==> src/usb_node_map.svh <==
// Offsets, field positions and reset values of the USB node control registers.
//
// Functional notes
// - Low speed select runs the node at 1.5 Mbit/s and swaps the pull-up line.
// - While node attached is 0 and no diagnostic override is on, the transceiver drives SE0 on both lines.
// - Node attached is 0 after reset and whenever the node is disabled.
// - With node attached at 1 the node releases the lines for hub reset signalling.
// - Node attached and debug lock mode accept a 1 only while node enable is 1.
// - Debug lock mode makes the event, transmit and receive status registers writable.
// - Debug lock mode locks the node; with test enable at 1 node state is readable through the diagnostic register.
// - Clear-on-read bits keep clearing on read while debug lock mode is set.
// - Node enable is bit 0 of the main control register and resets to 0.
// - With node enable at 0 the node is off and its 48 MHz clock stops.
// - With node enable at 0 registers other than low speed select and trim hold reset values and the lines carry SE0.
// - With test enable at 1 bits 7, 6, 5 show D+, D- and comparator levels.
// - Diagnostic drive enable bit 3 with test bit 0 enables override bits 2 and 1.
// - With bits 3 and 0 set, bit 2 drives D- high, bit 1 drives D+ high.
// - Test enable bit 0 gates all diagnostic test bits 7, 6, 5, 3, 2 and 1.
// - Threshold trim bits 7:5 reset to 0x4 and act only with diagnostic access set.
// - Edge current trim bits 4:0 reset to 0x10 and act only with diagnostic access set.
// - Diagnostic access bit 7 opens the diagnostic and trim registers.
// - CRC suppress bit 6 drops the trailing CRC16 of transmitted packets only.
// - Short frame bit 5 lets the frame timer track short frames; normally clear.
`ifndef USB_NODE_MAP_SVH
`define USB_NODE_MAP_SVH

`define NODE_MAIN_CONTROL_ADDR      32'h5000_1800
`define TRANSCEIVER_DIAGNOSTIC_ADDR 32'h5000_1802
`define TRANSCEIVER_TRIM_ADDR       32'h5000_1804
`define NODE_TEST_CONTROL_ADDR      32'h5000_1806

`define MCTRL_ENABLE_BIT  0
`define MCTRL_DEBUG_BIT   1
`define MCTRL_ATTACH_BIT  3
`define MCTRL_LOWSPD_BIT  4

`define XCV_TEST_BIT      0
`define XCV_POS_FORCE_BIT 1
`define XCV_NEG_FORCE_BIT 2
`define XCV_DRIVE_BIT     3
`define XCV_COMP_BIT      5
`define XCV_NEG_LVL_BIT   6
`define XCV_POS_LVL_BIT   7
`define XCV_STATE_LSB     8
`define XCV_STATE_MSB     9

`define TRIM_THRESH_LSB   5
`define TRIM_THRESH_MSB   7
`define TRIM_EDGE_LSB     0
`define TRIM_EDGE_MSB     4
`define TRIM_THRESH_RST   3'h4
`define TRIM_EDGE_RST     5'h10

`define UTR_SHORT_BIT     5
`define UTR_NOCRC_BIT     6
`define UTR_ACCESS_BIT    7

`define LOW_SPEED_RATE_KBPS 1500
`define REG_RESET_VALUE     16'h0000

`endif

==> src/usb_node_pkg.sv <==
// Types shared by the USB node control logic.
package usb_node_pkg;

	typedef enum logic [2:0] {
		SEL_NONE    = 3'b000,
		SEL_MCTRL   = 3'b001,
		SEL_XCVDIAG = 3'b010,
		SEL_TRIM    = 3'b011,
		SEL_TEST    = 3'b100
	} reg_sel_t;

	typedef enum logic [1:0] {
		LINE_SE0    = 2'b00,
		LINE_DIAG   = 2'b01,
		LINE_ENGINE = 2'b10
	} line_mode_t;

endpackage

==> src/usb_node_ctrl.sv <==
// Control and diagnostic registers of the USB device node.
//
// Strobed register access was left to the implementer.
`timescale 1ns/100ps
`include "usb_node_map.svh"

module usb_node_ctrl
	import usb_node_pkg::*;
(
	input  wire logic        I_REF_CLK,
	input  wire logic        I_RST,
	input  wire logic [31:0] I_ADDR,
	input  wire logic [15:0] I_WDATA,
	input  wire logic        I_WR,
	input  wire logic        I_RD,
	output logic      [15:0] O_RDATA,
	input  wire logic        I_DP_LEVEL,
	input  wire logic        I_DM_LEVEL,
	input  wire logic        I_DIFF_LEVEL,
	input  wire logic [1:0]  I_NODE_STATE,
	input  wire logic        I_ENG_DP,
	input  wire logic        I_ENG_DM,
	input  wire logic        I_ENG_OE_N,
	output logic             O_DP,
	output logic             O_DM,
	output logic             O_DP_OE_N,
	output logic             O_DM_OE_N,
	output logic             O_DP_PULLUP,
	output logic             O_DM_PULLUP,
	output logic             O_NODE_CLK_EN,
	output logic             O_LOW_SPEED,
	output logic             O_NODE_LOCKED,
	output logic             O_EVENT_WR_EN,
	output logic             O_CRC_SUPPRESS,
	output logic             O_SHORT_FRAME,
	output logic      [2:0]  O_RX_THRESH,
	output logic      [4:0]  O_TX_EDGE_CUR
);

	reg_sel_t    reg_sel;
	line_mode_t  line_mode;
	logic        node_enable_q;
	logic        node_attached_q;
	logic        debug_lock_mode_q;
	logic        low_speed_select_q;
	logic        diag_test_enable_q;
	logic        diag_drive_enable_q;
	logic        neg_line_force_high_q;
	logic        pos_line_force_high_q;
	logic [2:0]  rx_threshold_trim_q;
	logic [4:0]  tx_edge_current_trim_q;
	logic        transceiver_access_enable_q;
	logic        crc_suppress_q;
	logic        short_frame_tracking_q;
	logic [4:0]  level_sync;
	logic        pos_line_level;
	logic        neg_line_level;
	logic        diff_comparator_level;
	logic [1:0]  node_state_sync;
	logic        diag_active;
	logic        diag_override;
	logic        wr_mctrl;
	logic        wr_xcv;
	logic        wr_trim;
	logic        wr_test;
	logic [15:0] rdata_d;
	logic [15:0] rdata_q;
	logic        dp_pullup_q;
	logic        dm_pullup_q;
	logic [2:0]  rx_thresh_q;
	logic [4:0]  tx_edge_q;

	////////////////////////////////////////////////////////////////////////////////
	// Pin level synchronisers.

	usb_line_sync #(
		.WIDTH (5)
	) u_level_sync (
		.i_clk   (I_REF_CLK),
		.i_rst   (I_RST),
		.i_async ({I_NODE_STATE, I_DIFF_LEVEL, I_DM_LEVEL, I_DP_LEVEL}),
		.o_sync  (level_sync)
	);

	assign pos_line_level        = level_sync[0];
	assign neg_line_level        = level_sync[1];
	assign diff_comparator_level = level_sync[2];
	assign node_state_sync       = level_sync[4:3];

	////////////////////////////////////////////////////////////////////////////////
	// Address decode.

	always_comb begin
		if (I_ADDR == `NODE_MAIN_CONTROL_ADDR) begin
			reg_sel = SEL_MCTRL;
		end else if (I_ADDR == `TRANSCEIVER_DIAGNOSTIC_ADDR) begin
			reg_sel = SEL_XCVDIAG;
		end else if (I_ADDR == `TRANSCEIVER_TRIM_ADDR) begin
			reg_sel = SEL_TRIM;
		end else if (I_ADDR == `NODE_TEST_CONTROL_ADDR) begin
			reg_sel = SEL_TEST;
		end else begin
			reg_sel = SEL_NONE;
		end
	end

	assign wr_mctrl = I_WR && (reg_sel == SEL_MCTRL);
	assign wr_xcv   = I_WR && (reg_sel == SEL_XCVDIAG) && transceiver_access_enable_q;
	assign wr_trim  = I_WR && (reg_sel == SEL_TRIM) && transceiver_access_enable_q;
	assign wr_test  = I_WR && (reg_sel == SEL_TEST);

	////////////////////////////////////////////////////////////////////////////////
	// Main control register.

	always_ff @(posedge I_REF_CLK) begin
		if (I_RST) begin
			node_enable_q <= 1'b0;
		end else if (wr_mctrl) begin
			node_enable_q <= I_WDATA[`MCTRL_ENABLE_BIT];
		end
	end

	always_ff @(posedge I_REF_CLK) begin
		if (I_RST || !node_enable_q) begin
			node_attached_q <= 1'b0;
		end else if (wr_mctrl) begin
			node_attached_q <= I_WDATA[`MCTRL_ATTACH_BIT] && I_WDATA[`MCTRL_ENABLE_BIT];
		end
	end

	// Debug lock opens write paths elsewhere and the node state readback; clear-on-read stays untouched.
	always_ff @(posedge I_REF_CLK) begin
		if (I_RST || !node_enable_q) begin
			debug_lock_mode_q <= 1'b0;
		end else if (wr_mctrl) begin
			debug_lock_mode_q <= I_WDATA[`MCTRL_DEBUG_BIT] && I_WDATA[`MCTRL_ENABLE_BIT];
		end
	end

	always_ff @(posedge I_REF_CLK) begin
		if (I_RST) begin
			low_speed_select_q <= 1'b0;
		end else if (wr_mctrl && !node_enable_q) begin
			low_speed_select_q <= I_WDATA[`MCTRL_LOWSPD_BIT];
		end
	end

	////////////////////////////////////////////////////////////////////////////////
	// Transceiver diagnostic register.

	always_ff @(posedge I_REF_CLK) begin
		if (I_RST || !node_enable_q) begin
			diag_test_enable_q    <= 1'b0;
			diag_drive_enable_q   <= 1'b0;
			neg_line_force_high_q <= 1'b0;
			pos_line_force_high_q <= 1'b0;
		end else if (wr_xcv) begin
			diag_test_enable_q    <= I_WDATA[`XCV_TEST_BIT];
			diag_drive_enable_q   <= I_WDATA[`XCV_DRIVE_BIT];
			neg_line_force_high_q <= I_WDATA[`XCV_NEG_FORCE_BIT];
			pos_line_force_high_q <= I_WDATA[`XCV_POS_FORCE_BIT];
		end
	end

	assign diag_active   = transceiver_access_enable_q && diag_test_enable_q;
	assign diag_override = diag_active && diag_drive_enable_q;

	////////////////////////////////////////////////////////////////////////////////
	// Transceiver trim register, kept while the node is disabled.

	always_ff @(posedge I_REF_CLK) begin
		if (I_RST) begin
			rx_threshold_trim_q    <= `TRIM_THRESH_RST;
			tx_edge_current_trim_q <= `TRIM_EDGE_RST;
		end else if (wr_trim) begin
			rx_threshold_trim_q    <= I_WDATA[`TRIM_THRESH_MSB:`TRIM_THRESH_LSB];
			tx_edge_current_trim_q <= I_WDATA[`TRIM_EDGE_MSB:`TRIM_EDGE_LSB];
		end
	end

	always_ff @(posedge I_REF_CLK) begin
		if (I_RST) begin
			rx_thresh_q <= `TRIM_THRESH_RST;
			tx_edge_q   <= `TRIM_EDGE_RST;
		end else if (transceiver_access_enable_q) begin
			rx_thresh_q <= rx_threshold_trim_q;
			tx_edge_q   <= tx_edge_current_trim_q;
		end else begin
			rx_thresh_q <= `TRIM_THRESH_RST;
			tx_edge_q   <= `TRIM_EDGE_RST;
		end
	end

	////////////////////////////////////////////////////////////////////////////////
	// Test control register; the reserved field is never stored.

	always_ff @(posedge I_REF_CLK) begin
		if (I_RST || !node_enable_q) begin
			transceiver_access_enable_q <= 1'b0;
			crc_suppress_q              <= 1'b0;
			short_frame_tracking_q      <= 1'b0;
		end else if (wr_test) begin
			transceiver_access_enable_q <= I_WDATA[`UTR_ACCESS_BIT];
			crc_suppress_q              <= I_WDATA[`UTR_NOCRC_BIT];
			short_frame_tracking_q      <= I_WDATA[`UTR_SHORT_BIT];
		end
	end

	////////////////////////////////////////////////////////////////////////////////
	// Line drive and pull-ups.

	always_comb begin
		if (diag_override) begin
			line_mode = LINE_DIAG;
		end else if (!node_enable_q || !node_attached_q) begin
			line_mode = LINE_SE0;
		end else begin
			line_mode = LINE_ENGINE;
		end
	end

	usb_line_drive u_line_drive (
		.i_clk       (I_REF_CLK),
		.i_rst       (I_RST),
		.i_mode      (line_mode),
		.i_pos_force (pos_line_force_high_q),
		.i_neg_force (neg_line_force_high_q),
		.i_eng_dp    (I_ENG_DP),
		.i_eng_dm    (I_ENG_DM),
		.i_eng_oe_n  (I_ENG_OE_N),
		.o_dp        (O_DP),
		.o_dm        (O_DM),
		.o_dp_oe_n   (O_DP_OE_N),
		.o_dm_oe_n   (O_DM_OE_N)
	);

	always_ff @(posedge I_REF_CLK) begin
		if (I_RST) begin
			dp_pullup_q <= 1'b0;
			dm_pullup_q <= 1'b0;
		end else begin
			dp_pullup_q <= node_attached_q && !low_speed_select_q;
			dm_pullup_q <= node_attached_q && low_speed_select_q;
		end
	end

	////////////////////////////////////////////////////////////////////////////////
	// Read path.

	always_comb begin
		rdata_d = `REG_RESET_VALUE;
		if (reg_sel == SEL_MCTRL) begin
			rdata_d[`MCTRL_ENABLE_BIT] = node_enable_q;
			rdata_d[`MCTRL_DEBUG_BIT]  = debug_lock_mode_q;
			rdata_d[`MCTRL_ATTACH_BIT] = node_attached_q;
			rdata_d[`MCTRL_LOWSPD_BIT] = low_speed_select_q;
		end else if (reg_sel == SEL_XCVDIAG && transceiver_access_enable_q) begin
			rdata_d[`XCV_POS_LVL_BIT]   = diag_active && pos_line_level;
			rdata_d[`XCV_NEG_LVL_BIT]   = diag_active && neg_line_level;
			rdata_d[`XCV_COMP_BIT]      = diag_active && diff_comparator_level;
			rdata_d[`XCV_DRIVE_BIT]     = diag_drive_enable_q;
			rdata_d[`XCV_NEG_FORCE_BIT] = neg_line_force_high_q;
			rdata_d[`XCV_POS_FORCE_BIT] = pos_line_force_high_q;
			rdata_d[`XCV_TEST_BIT]      = diag_test_enable_q;
			if (debug_lock_mode_q && diag_active) begin
				rdata_d[`XCV_STATE_MSB:`XCV_STATE_LSB] = node_state_sync;
			end
		end else if (reg_sel == SEL_TRIM && transceiver_access_enable_q) begin
			rdata_d[`TRIM_THRESH_MSB:`TRIM_THRESH_LSB] = rx_threshold_trim_q;
			rdata_d[`TRIM_EDGE_MSB:`TRIM_EDGE_LSB]     = tx_edge_current_trim_q;
		end else if (reg_sel == SEL_TEST) begin
			rdata_d[`UTR_ACCESS_BIT] = transceiver_access_enable_q;
			rdata_d[`UTR_NOCRC_BIT]  = crc_suppress_q;
			rdata_d[`UTR_SHORT_BIT]  = short_frame_tracking_q;
		end
	end

	always_ff @(posedge I_REF_CLK) begin
		if (I_RST) begin
			rdata_q <= `REG_RESET_VALUE;
		end else if (I_RD) begin
			rdata_q <= rdata_d;
		end else begin
			rdata_q <= `REG_RESET_VALUE;
		end
	end

	////////////////////////////////////////////////////////////////////////////////
	// Outputs.

	assign O_RDATA        = rdata_q;
	assign O_NODE_CLK_EN  = node_enable_q;
	assign O_LOW_SPEED    = low_speed_select_q;
	assign O_NODE_LOCKED  = debug_lock_mode_q;
	assign O_EVENT_WR_EN  = debug_lock_mode_q;
	assign O_CRC_SUPPRESS = crc_suppress_q;
	assign O_SHORT_FRAME  = short_frame_tracking_q;
	assign O_DP_PULLUP    = dp_pullup_q;
	assign O_DM_PULLUP    = dm_pullup_q;
	assign O_RX_THRESH    = rx_thresh_q;
	assign O_TX_EDGE_CUR  = tx_edge_q;

	////////////////////////////////////////////////////////////////////////////////
	// Assertions.

	a_attach_needs_enable: assert property (
		@(posedge I_REF_CLK) disable iff (I_RST)
		(node_attached_q || debug_lock_mode_q) |-> node_enable_q
	) else $error("Attach or debug set while node disabled.");

	a_disable_clears_attach: assert property (
		@(posedge I_REF_CLK) disable iff (I_RST)
		(wr_mctrl && !I_WDATA[`MCTRL_ENABLE_BIT]) |=> !node_attached_q && !node_enable_q
	) else $error("Attach survived a disable.");

	a_detached_drives_se0: assert property (
		@(posedge I_REF_CLK) disable iff (I_RST)
		(!node_attached_q && !diag_override) |=> (!O_DP && !O_DM && !O_DP_OE_N && !O_DM_OE_N)
	) else $error("Lines not in SE0 while detached.");

	a_attached_releases: assert property (
		@(posedge I_REF_CLK) disable iff (I_RST)
		(node_attached_q && !diag_override) |=> (O_DP_OE_N == $past(I_ENG_OE_N))
	) else $error("Attached node does not hand lines to engine.");

	a_speed_locked: assert property (
		@(posedge I_REF_CLK) disable iff (I_RST)
		node_enable_q ##1 node_enable_q |-> $stable(low_speed_select_q)
	) else $error("Speed changed while enabled.");

	a_pullup_swap: assert property (
		@(posedge I_REF_CLK) disable iff (I_RST)
		node_attached_q ##1 node_attached_q |-> (O_DM_PULLUP == low_speed_select_q) && (O_DP_PULLUP != O_DM_PULLUP)
	) else $error("Pull-up not on the line for the speed.");

	a_diag_force_lines: assert property (
		@(posedge I_REF_CLK) disable iff (I_RST)
		diag_override |=> (O_DM == $past(neg_line_force_high_q)) && (O_DP == $past(pos_line_force_high_q))
	) else $error("Diagnostic override not on the lines.");

	a_diag_levels_zero: assert property (
		@(posedge I_REF_CLK) disable iff (I_RST)
		(I_RD && reg_sel == SEL_XCVDIAG && !diag_test_enable_q) |=> (O_RDATA[7:5] == 3'h0)
	) else $error("Line levels visible with test disabled.");

	a_trim_gated: assert property (
		@(posedge I_REF_CLK) disable iff (I_RST)
		!transceiver_access_enable_q |=> (O_RX_THRESH == 3'h4) && (O_TX_EDGE_CUR == 5'h10)
	) else $error("Trim applied without diagnostic access.");

	a_nocrc_write: assert property (
		@(posedge I_REF_CLK) disable iff (I_RST)
		(wr_test && node_enable_q) |=> (O_CRC_SUPPRESS == $past(I_WDATA[6]))
	) else $error("CRC suppress does not follow write.");

	a_read_one_cycle: assert property (
		@(posedge I_REF_CLK) disable iff (I_RST)
		!I_RD |=> (O_RDATA == 16'h0000)
	) else $error("Read data present outside read answer cycle.");

	a_mctrl_readback: assert property (
		@(posedge I_REF_CLK) disable iff (I_RST)
		(I_RD && reg_sel == SEL_MCTRL) |=> (O_RDATA[15:5] == 11'h000) && (O_RDATA[0] == $past(node_enable_q))
	) else $error("Main control readback wrong.");

	c_attach: cover property (@(posedge I_REF_CLK) disable iff (I_RST) $rose(node_attached_q));
	c_debug_lock: cover property (@(posedge I_REF_CLK) disable iff (I_RST) $rose(debug_lock_mode_q));
	c_diag_drive: cover property (@(posedge I_REF_CLK) disable iff (I_RST) diag_override ##1 !O_DP_OE_N);
	c_low_speed: cover property (@(posedge I_REF_CLK) disable iff (I_RST) node_attached_q && low_speed_select_q);

endmodule

==> src/usb_line_sync.sv <==
// Two flip-flop synchroniser for pin levels.
`timescale 1ns/100ps

module usb_line_sync #(
	parameter int WIDTH = 1
) (
	input  wire logic             i_clk,
	input  wire logic             i_rst,
	input  wire logic [WIDTH-1:0] i_async,
	output logic      [WIDTH-1:0] o_sync
);

	logic [WIDTH-1:0] meta_q;
	logic [WIDTH-1:0] sync_q;

	always_ff @(posedge i_clk) begin
		if (i_rst) begin
			meta_q <= '0;
			sync_q <= '0;
		end else begin
			meta_q <= i_async;
			sync_q <= meta_q;
		end
	end

	assign o_sync = sync_q;

endmodule

==> src/usb_line_drive.sv <==
// Registered driver for the D+ and D- pins.
`timescale 1ns/100ps

module usb_line_drive
	import usb_node_pkg::*;
(
	input  wire logic       i_clk,
	input  wire logic       i_rst,
	input  wire line_mode_t i_mode,
	input  wire logic       i_pos_force,
	input  wire logic       i_neg_force,
	input  wire logic       i_eng_dp,
	input  wire logic       i_eng_dm,
	input  wire logic       i_eng_oe_n,
	output logic            o_dp,
	output logic            o_dm,
	output logic            o_dp_oe_n,
	output logic            o_dm_oe_n
);

	// Output enables are active low; SE0 is both lines driven low.
	always_ff @(posedge i_clk) begin
		if (i_rst) begin
			o_dp      <= 1'b0;
			o_dm      <= 1'b0;
			o_dp_oe_n <= 1'b0;
			o_dm_oe_n <= 1'b0;
		end else begin
			case (i_mode)
				LINE_DIAG: begin
					o_dp      <= i_pos_force;
					o_dm      <= i_neg_force;
					o_dp_oe_n <= 1'b0;
					o_dm_oe_n <= 1'b0;
				end
				LINE_ENGINE: begin
					o_dp      <= i_eng_dp;
					o_dm      <= i_eng_dm;
					o_dp_oe_n <= i_eng_oe_n;
					o_dm_oe_n <= i_eng_oe_n;
				end
				default: begin
					o_dp      <= 1'b0;
					o_dm      <= 1'b0;
					o_dp_oe_n <= 1'b0;
					o_dm_oe_n <= 1'b0;
				end
			endcase
		end
	end

endmodule

==> config.mk <==
export PLATFORM = sky130hd
export DESIGN_NAME = usb_node_ctrl
export DESIGN_NICKNAME = d
export VERILOG_FILES = /design/src/usb_node_pkg.sv /design/src/usb_node_ctrl.sv /design/src/usb_line_sync.sv /design/src/usb_line_drive.sv
export VERILOG_INCLUDE_DIRS = /design/src
export SDC_FILE = /design/constraint.sdc
export NUM_CORES = 1
export LEC_CHECK = 0
export BUFFER_PORTS_ARGS = -buffer_cell sky130_fd_sc_hd__buf_2
export CAP_MARGIN = 20
export CORE_MARGIN = 4
export CORE_UTILIZATION = 42
export CTS_CLUSTER_DIAMETER = 100
export DETAILED_ROUTE_END_ITERATION = 12
export GPL_ROUTABILITY_DRIVEN = 1
export GPL_TIMING_DRIVEN = 0
export HOLD_SLACK_MARGIN = 0.12
export PLACE_DENSITY = 0.79
export SYNTH_ARGS = -nofsm -noshare
export SYNTH_HDL_FRONTEND = slang
export SYNTH_SLANG_ARGS = --single-unit
==> constraint.sdc <==
create_clock -name I_REF_CLK -period 1.8 [get_ports I_REF_CLK]
set_input_delay 0.09 -clock I_REF_CLK [delete_from_list [all_inputs] [get_ports I_REF_CLK]]
set_output_delay 0.09 -clock I_REF_CLK [all_outputs]
set_load 0.1 [all_outputs]
# Word-level counts from Yosys, hierarchy flattened
# Cells that the tools add are included.
# totals
ff_bits	58
input_bits	60
output_inout_bits	36
word_cells	86
# classes
n_eq_ne	10
mux	16
bitwise	5
n_reduce_logical	29
# op_table
operator	n
== test 32 x 31 -> 1 bit, second input constant	4
two-way mux 3 bit	7
logical AND 1 bit	19
two-way mux 2 bit	4
== test 3 x 2 -> 1 bit, second input constant	2
OR reduction 2 bit	3
two-way mux 5 bit	1
inverter 1 bit	5
OR reduction 5 bit	1
two-way mux 4 bit	1
case mux 1 bit (2 select lines)	2
== test 3 x 1 -> 1 bit, second input constant	1
== test 3 bit, second input constant	1
logical NOT 1 bit	3
OR reduction 3 bit	1
== test 2 x 1 -> 1 bit, second input constant	1
== test 2 bit, second input constant	1
logical OR 1 bit	2
two-way mux 1 bit	1

# Longest topological paths before layout
# logic_depth
depth_word	10
depth_mapped	5
ltp_nobuf	4

# Modules after synthesis
# From an unflattened synthesis, not the netlist that was laid out.
# hier_totals
hier_cells	229
area_unflattened_um2	2178.3
# modules_own_cells
mod	n_inst	cells_each	area_each_um2	seq_area_each_um2
usb_node_ctrl	1	196	1771.7	780.7
usb_line_sync	1	20	262.8	200.2
usb_line_drive	1	13	143.9	60.1

# Least setup slack after synthesis
# No wires, ideal clock.
# synth_path
path_type	register to register
startpoint	reg node_enable_q, in the netlist O_NODE_CLK_EN
endpoint	reg debug_lock_mode_q, in the netlist O_EVENT_WR_EN
setup_time_ps	72
arrival_time_ps	1708
required_time_ps	1728
path_slack_ps	20
stages_incl_launch_ff	5
path_buffers	1
synth_period_minus_slack_ps	1780
path_cell_list	dfxtp_1 -> nor2b_1 -> clkbuf_1 -> nand2_1 -> mux2i_1
# synth_via
elab_chain_len	2
# synth_rtl
item	line_no	rtl
from (decl)	usb_node_ctrl.sv:42	logic node_enable_q;
from (signal assigned)	usb_node_ctrl.sv:119	node_enable_q <= I_WDATA[`MCTRL_ENABLE_BIT];
logical NOT 1 bit	usb_node_ctrl.sv:133	if (I_RST || !node_enable_q) begin
logical OR 1 bit	usb_node_ctrl.sv:133	
to (signal assigned)	usb_node_ctrl.sv:136	debug_lock_mode_q <= I_WDATA[`MCTRL_DEBUG_BIT] && I_WDATA[`MCTRL_ENABLE_BIT];
to (decl)	usb_node_ctrl.sv:44	logic debug_lock_mode_q;
# Every way passes these cells.
# A chain may end at the register's enable or synchronous reset.

# Worst setup path in the final report
# layout_path
startpoint	in I_ADDR[9]
endpoint	reg tx_edge_current_trim_q[4]
# layout_via
elab_chain_len	8
elab_cells_between_ends	11
cone_classes	eq/ne: 5; mux: 4; reduce/logical: 2
# layout_rtl
item	line_no	rtl
from (decl)	usb_node_ctrl.sv:12	input wire logic [31:0] I_ADDR,
== test 32 x 31 -> 1 bit (no line)	n/a	
two-way mux 3 bit	usb_node_ctrl.sv:100	end else if (I_ADDR == `NODE_TEST_CONTROL_ADDR) begin
two-way mux 3 bit	usb_node_ctrl.sv:98	end else if (I_ADDR == `TRANSCEIVER_TRIM_ADDR) begin
two-way mux 3 bit	usb_node_ctrl.sv:96	end else if (I_ADDR == `TRANSCEIVER_DIAGNOSTIC_ADDR) begin
two-way mux 3 bit *	usb_node_ctrl.sv:94	if (I_ADDR == `NODE_MAIN_CONTROL_ADDR) begin
== test 3 x 2 -> 1 bit *	usb_node_ctrl.sv:109	assign wr_trim = I_WR && (reg_sel == SEL_TRIM) && transceiver_access_enable_q;
logical AND 1 bit * (2 in series)	usb_node_ctrl.sv:109	
to (signal assigned)	usb_node_ctrl.sv:174	tx_edge_current_trim_q <= `TRIM_EDGE_RST;
to (signal assigned)	usb_node_ctrl.sv:177	tx_edge_current_trim_q <= I_WDATA[`TRIM_EDGE_MSB:`TRIM_EDGE_LSB];
to (decl)	usb_node_ctrl.sv:51	logic [4:0] tx_edge_current_trim_q;
# Every way passes the cells marked *; elsewhere a longest branch is shown, timed or not.

==> results.toml <==
[final_layout]
nets = 388
fillers = 421
drive_above_1_share = 0.316
areaGrowthSynthToFinish_pct = 35.5
antenna_cells = 0
final_core_util = 0.602
design_area_mm2 = 0.00292

[pwr]
p_per_area_mw_per_mm2 = 747
switching_power_mw = 0.508
p_sw_frac = 0.233
power_frac_seq = 0.532
power_frac_clock = 0.368
vdd_ir_drop_max_uv = 341
power_frac_comb = 0.100
leakagePower_nw = 1.21
internal-power_mw = 1.67

[clock_network]
path_clk_slew_ps = 90
cts_buffers = 5
clock_latency_ps = 310
htreeDepth = 2
clkSinkCount = 52
clockBufferDepth = 2
clockRootBuffer = "clkbuf_8"
cts_tree = "built"
cts_resized = 0

[timing]
finalCriticalPeriod_ps = 1680
hold_viol_final = 0
setup-violations-final = 0
rsz0062_at_grt = "no"
relSlewSlack = 0.475
fmax_mhz = 596
fin_worst_skew_ps = 6.27
slew_viol_final = 0
worst_pin_slew_ps = 781
finalCritPeriodShare = 0.932

[floorplan]
dieArea_mm2 = 0.00634
start_util = 0.445
die_y_um = 79.6
ioPinCount = 96
fp.coreArea_mm2 = 0.00485
num_rows = 25
chipWidth_um = 79.6

[route]
wl_per_cell_um = 14.0
drc = 0
num_vias = 1973
via_per_inst = 4.98
drt_iter0_markers = 103
ant_nets = 0
wl_um = 5560
dr.pass1.iters = 5

[placed_design]
gp_congestion = 0.880
place_area_mm2 = 0.00265
portBuffers = 78
place_hpwl_um = 4250

[global_routing]
grt_max_degree = 17
grt_pass1_vias = 1938
antenna_found_initial = 0
gr-usage-all-layers = 0.184
grt_overflow = 0
grt_pass1_wl_um = 9000

[outcome]
status = "finished clean"

[yosys]
ys_types = 34
netlist_area_mm2 = 0.00216
synth_top_area_share = 0.483
yosys_warnings = 0
synth-main-ff-cell = "dfxtp_1"
synth_commonest_cells = "52 x dfxtp_1, 21 x nand2_1, 19 x mux2i_1, 14 x nand2b_1, 14 x nor2b_1"
synth-seq-area-share = 0.483
post-synth-top-count-cell = "dfxtp_1"
synth-edff-count = 0
synth-seq-cells = 52
yosys.area.top_type = "dfxtp_1"
netlist_top_cells_area = "dfxtp_1 48%, mux2i_1 8.8%, nand2b_1 4.1%"
synth-async-reset-ratio = 0
avgSynthCellArea_um2 = 9.71
synth_cells = 222

[critical_path]
ff2ff_path_depth = 3
arrival_ps = 1910
path_class = "in2reg"
endpoint_kind = "flop"
cp_max_fo = 8
cp-start-kind = "input pin"
crit_required_ps = 2040

[worst_hold_path]
hold_depth = 3
hold_path.class = "in2reg"

[flow_run]
cap_violations = 0
-- registers in the layout (all words and copies together) (netlist names), 3 cells and up --
name,count
O_RDATA,10
O_RX_THRESH,3
O_TX_EDGE_CUR,5
rx_threshold_trim_q,3
tx_edge_current_trim_q,5
u_level_sync.meta_q,5
u_level_sync.o_sync,5
-- cell families (layout without fill, tap and decap cells) --
group,count (synthesis),after routing,share of synthesized area
AND/OR/NAND/NOR,111,111,0.322
flip-flops,52,52,0.483
AO/OA/AOI/OAI,16,16,0.0499
other,1,6,0.00174
multiplexers,19,19,0.0882
buffers and inverters,23,125,0.0551
-- final cells by class --
type	count	area, um2	area share
multi-input combinational	152	1010	0.347
buffer	18	100	0.0343
timing repair buffer	94	551	0.189
inverter	5	18.8	0.00643
clock buffer	6	72.6	0.0249
tap	67	83.8	0.0287
sequential	52	1040	0.356
clock inverter	2	38.8	0.0133
-- path summary, 6_finish.rpt --
path | endpoint | slack [ps] | startpoint
max reg2reg | tx_edge_current_trim_q[4] | 310 | transceiver_access_enable_q
max | tx_edge_current_trim_q[4] | 120 | I_ADDR[9]
min | O_RDATA[6] | 170 | I_ADDR[2]
min reg2reg | O_RDATA[8] | 420 | u_level_sync.o_sync[3]
-- power groups by stage --
stage / clock (mW) / sequential (mW) / combinational (mW)
2_1_floorplan: 0 / 1.19 / 0.115
3_3_place_gp: 0 / 1.19 / 0.185
3_5_place_dp: 0 / 1.19 / 0.189
4_1_cts: 0.818 / 1.16 / 0.216
5_1_grt: 0.872 / 1.16 / 0.234
6_report: 0.803 / 1.16 / 0.217
-- worst max-delay path, cell delays in order --
cell and delay (ps):
buf_2 110, nor4b_1 370, nand3_1 330, nor4_4 750
mux2i_1 270
-- per-layer routing --
layer  wire (um)  up-vias  global-route usage
li1            -      967                   -
met1        2300      929               0.221
met2        2790       66               0.316
met3         379       11              0.0485
met4          91        0              0.0601
met5           0        -                   0
-- cell usage in the layout (no fill, tap or decap), types with 7 or more instances in the layout --
cell type,instances
mux2i_1,19
nand3_1,7
clkbuf_1,9
buf_2,80
nor2b_1,14
nor2_1,12
dlygate4sd3_1,16
nand2b_1,14
buf_4,8
nand2_1,21
dfxtp_1,52
-- timing repair --
item	CTS	global route
endpoints found under the hold margin	27	0
buffers inserted	0	0
setup endpoints to repair	0	0
hold buffers	16	0
-- stage by stage --
step                      instances  hold WS (ps)  setup slack (ps)  TNS [ps]  total power [mW]
after detailed placement        372           304              -189     -1370              1.38
after CTS                       396           160               126         0              2.20
after floorplan                 227           218              20.4         0              1.30
after global routing            396           194              29.4         0              2.27
final                           396           167               123         0              2.18
after global placement          372           299              -121      -968              1.37
No activity file was read; power rests on OpenSTA's default activity.
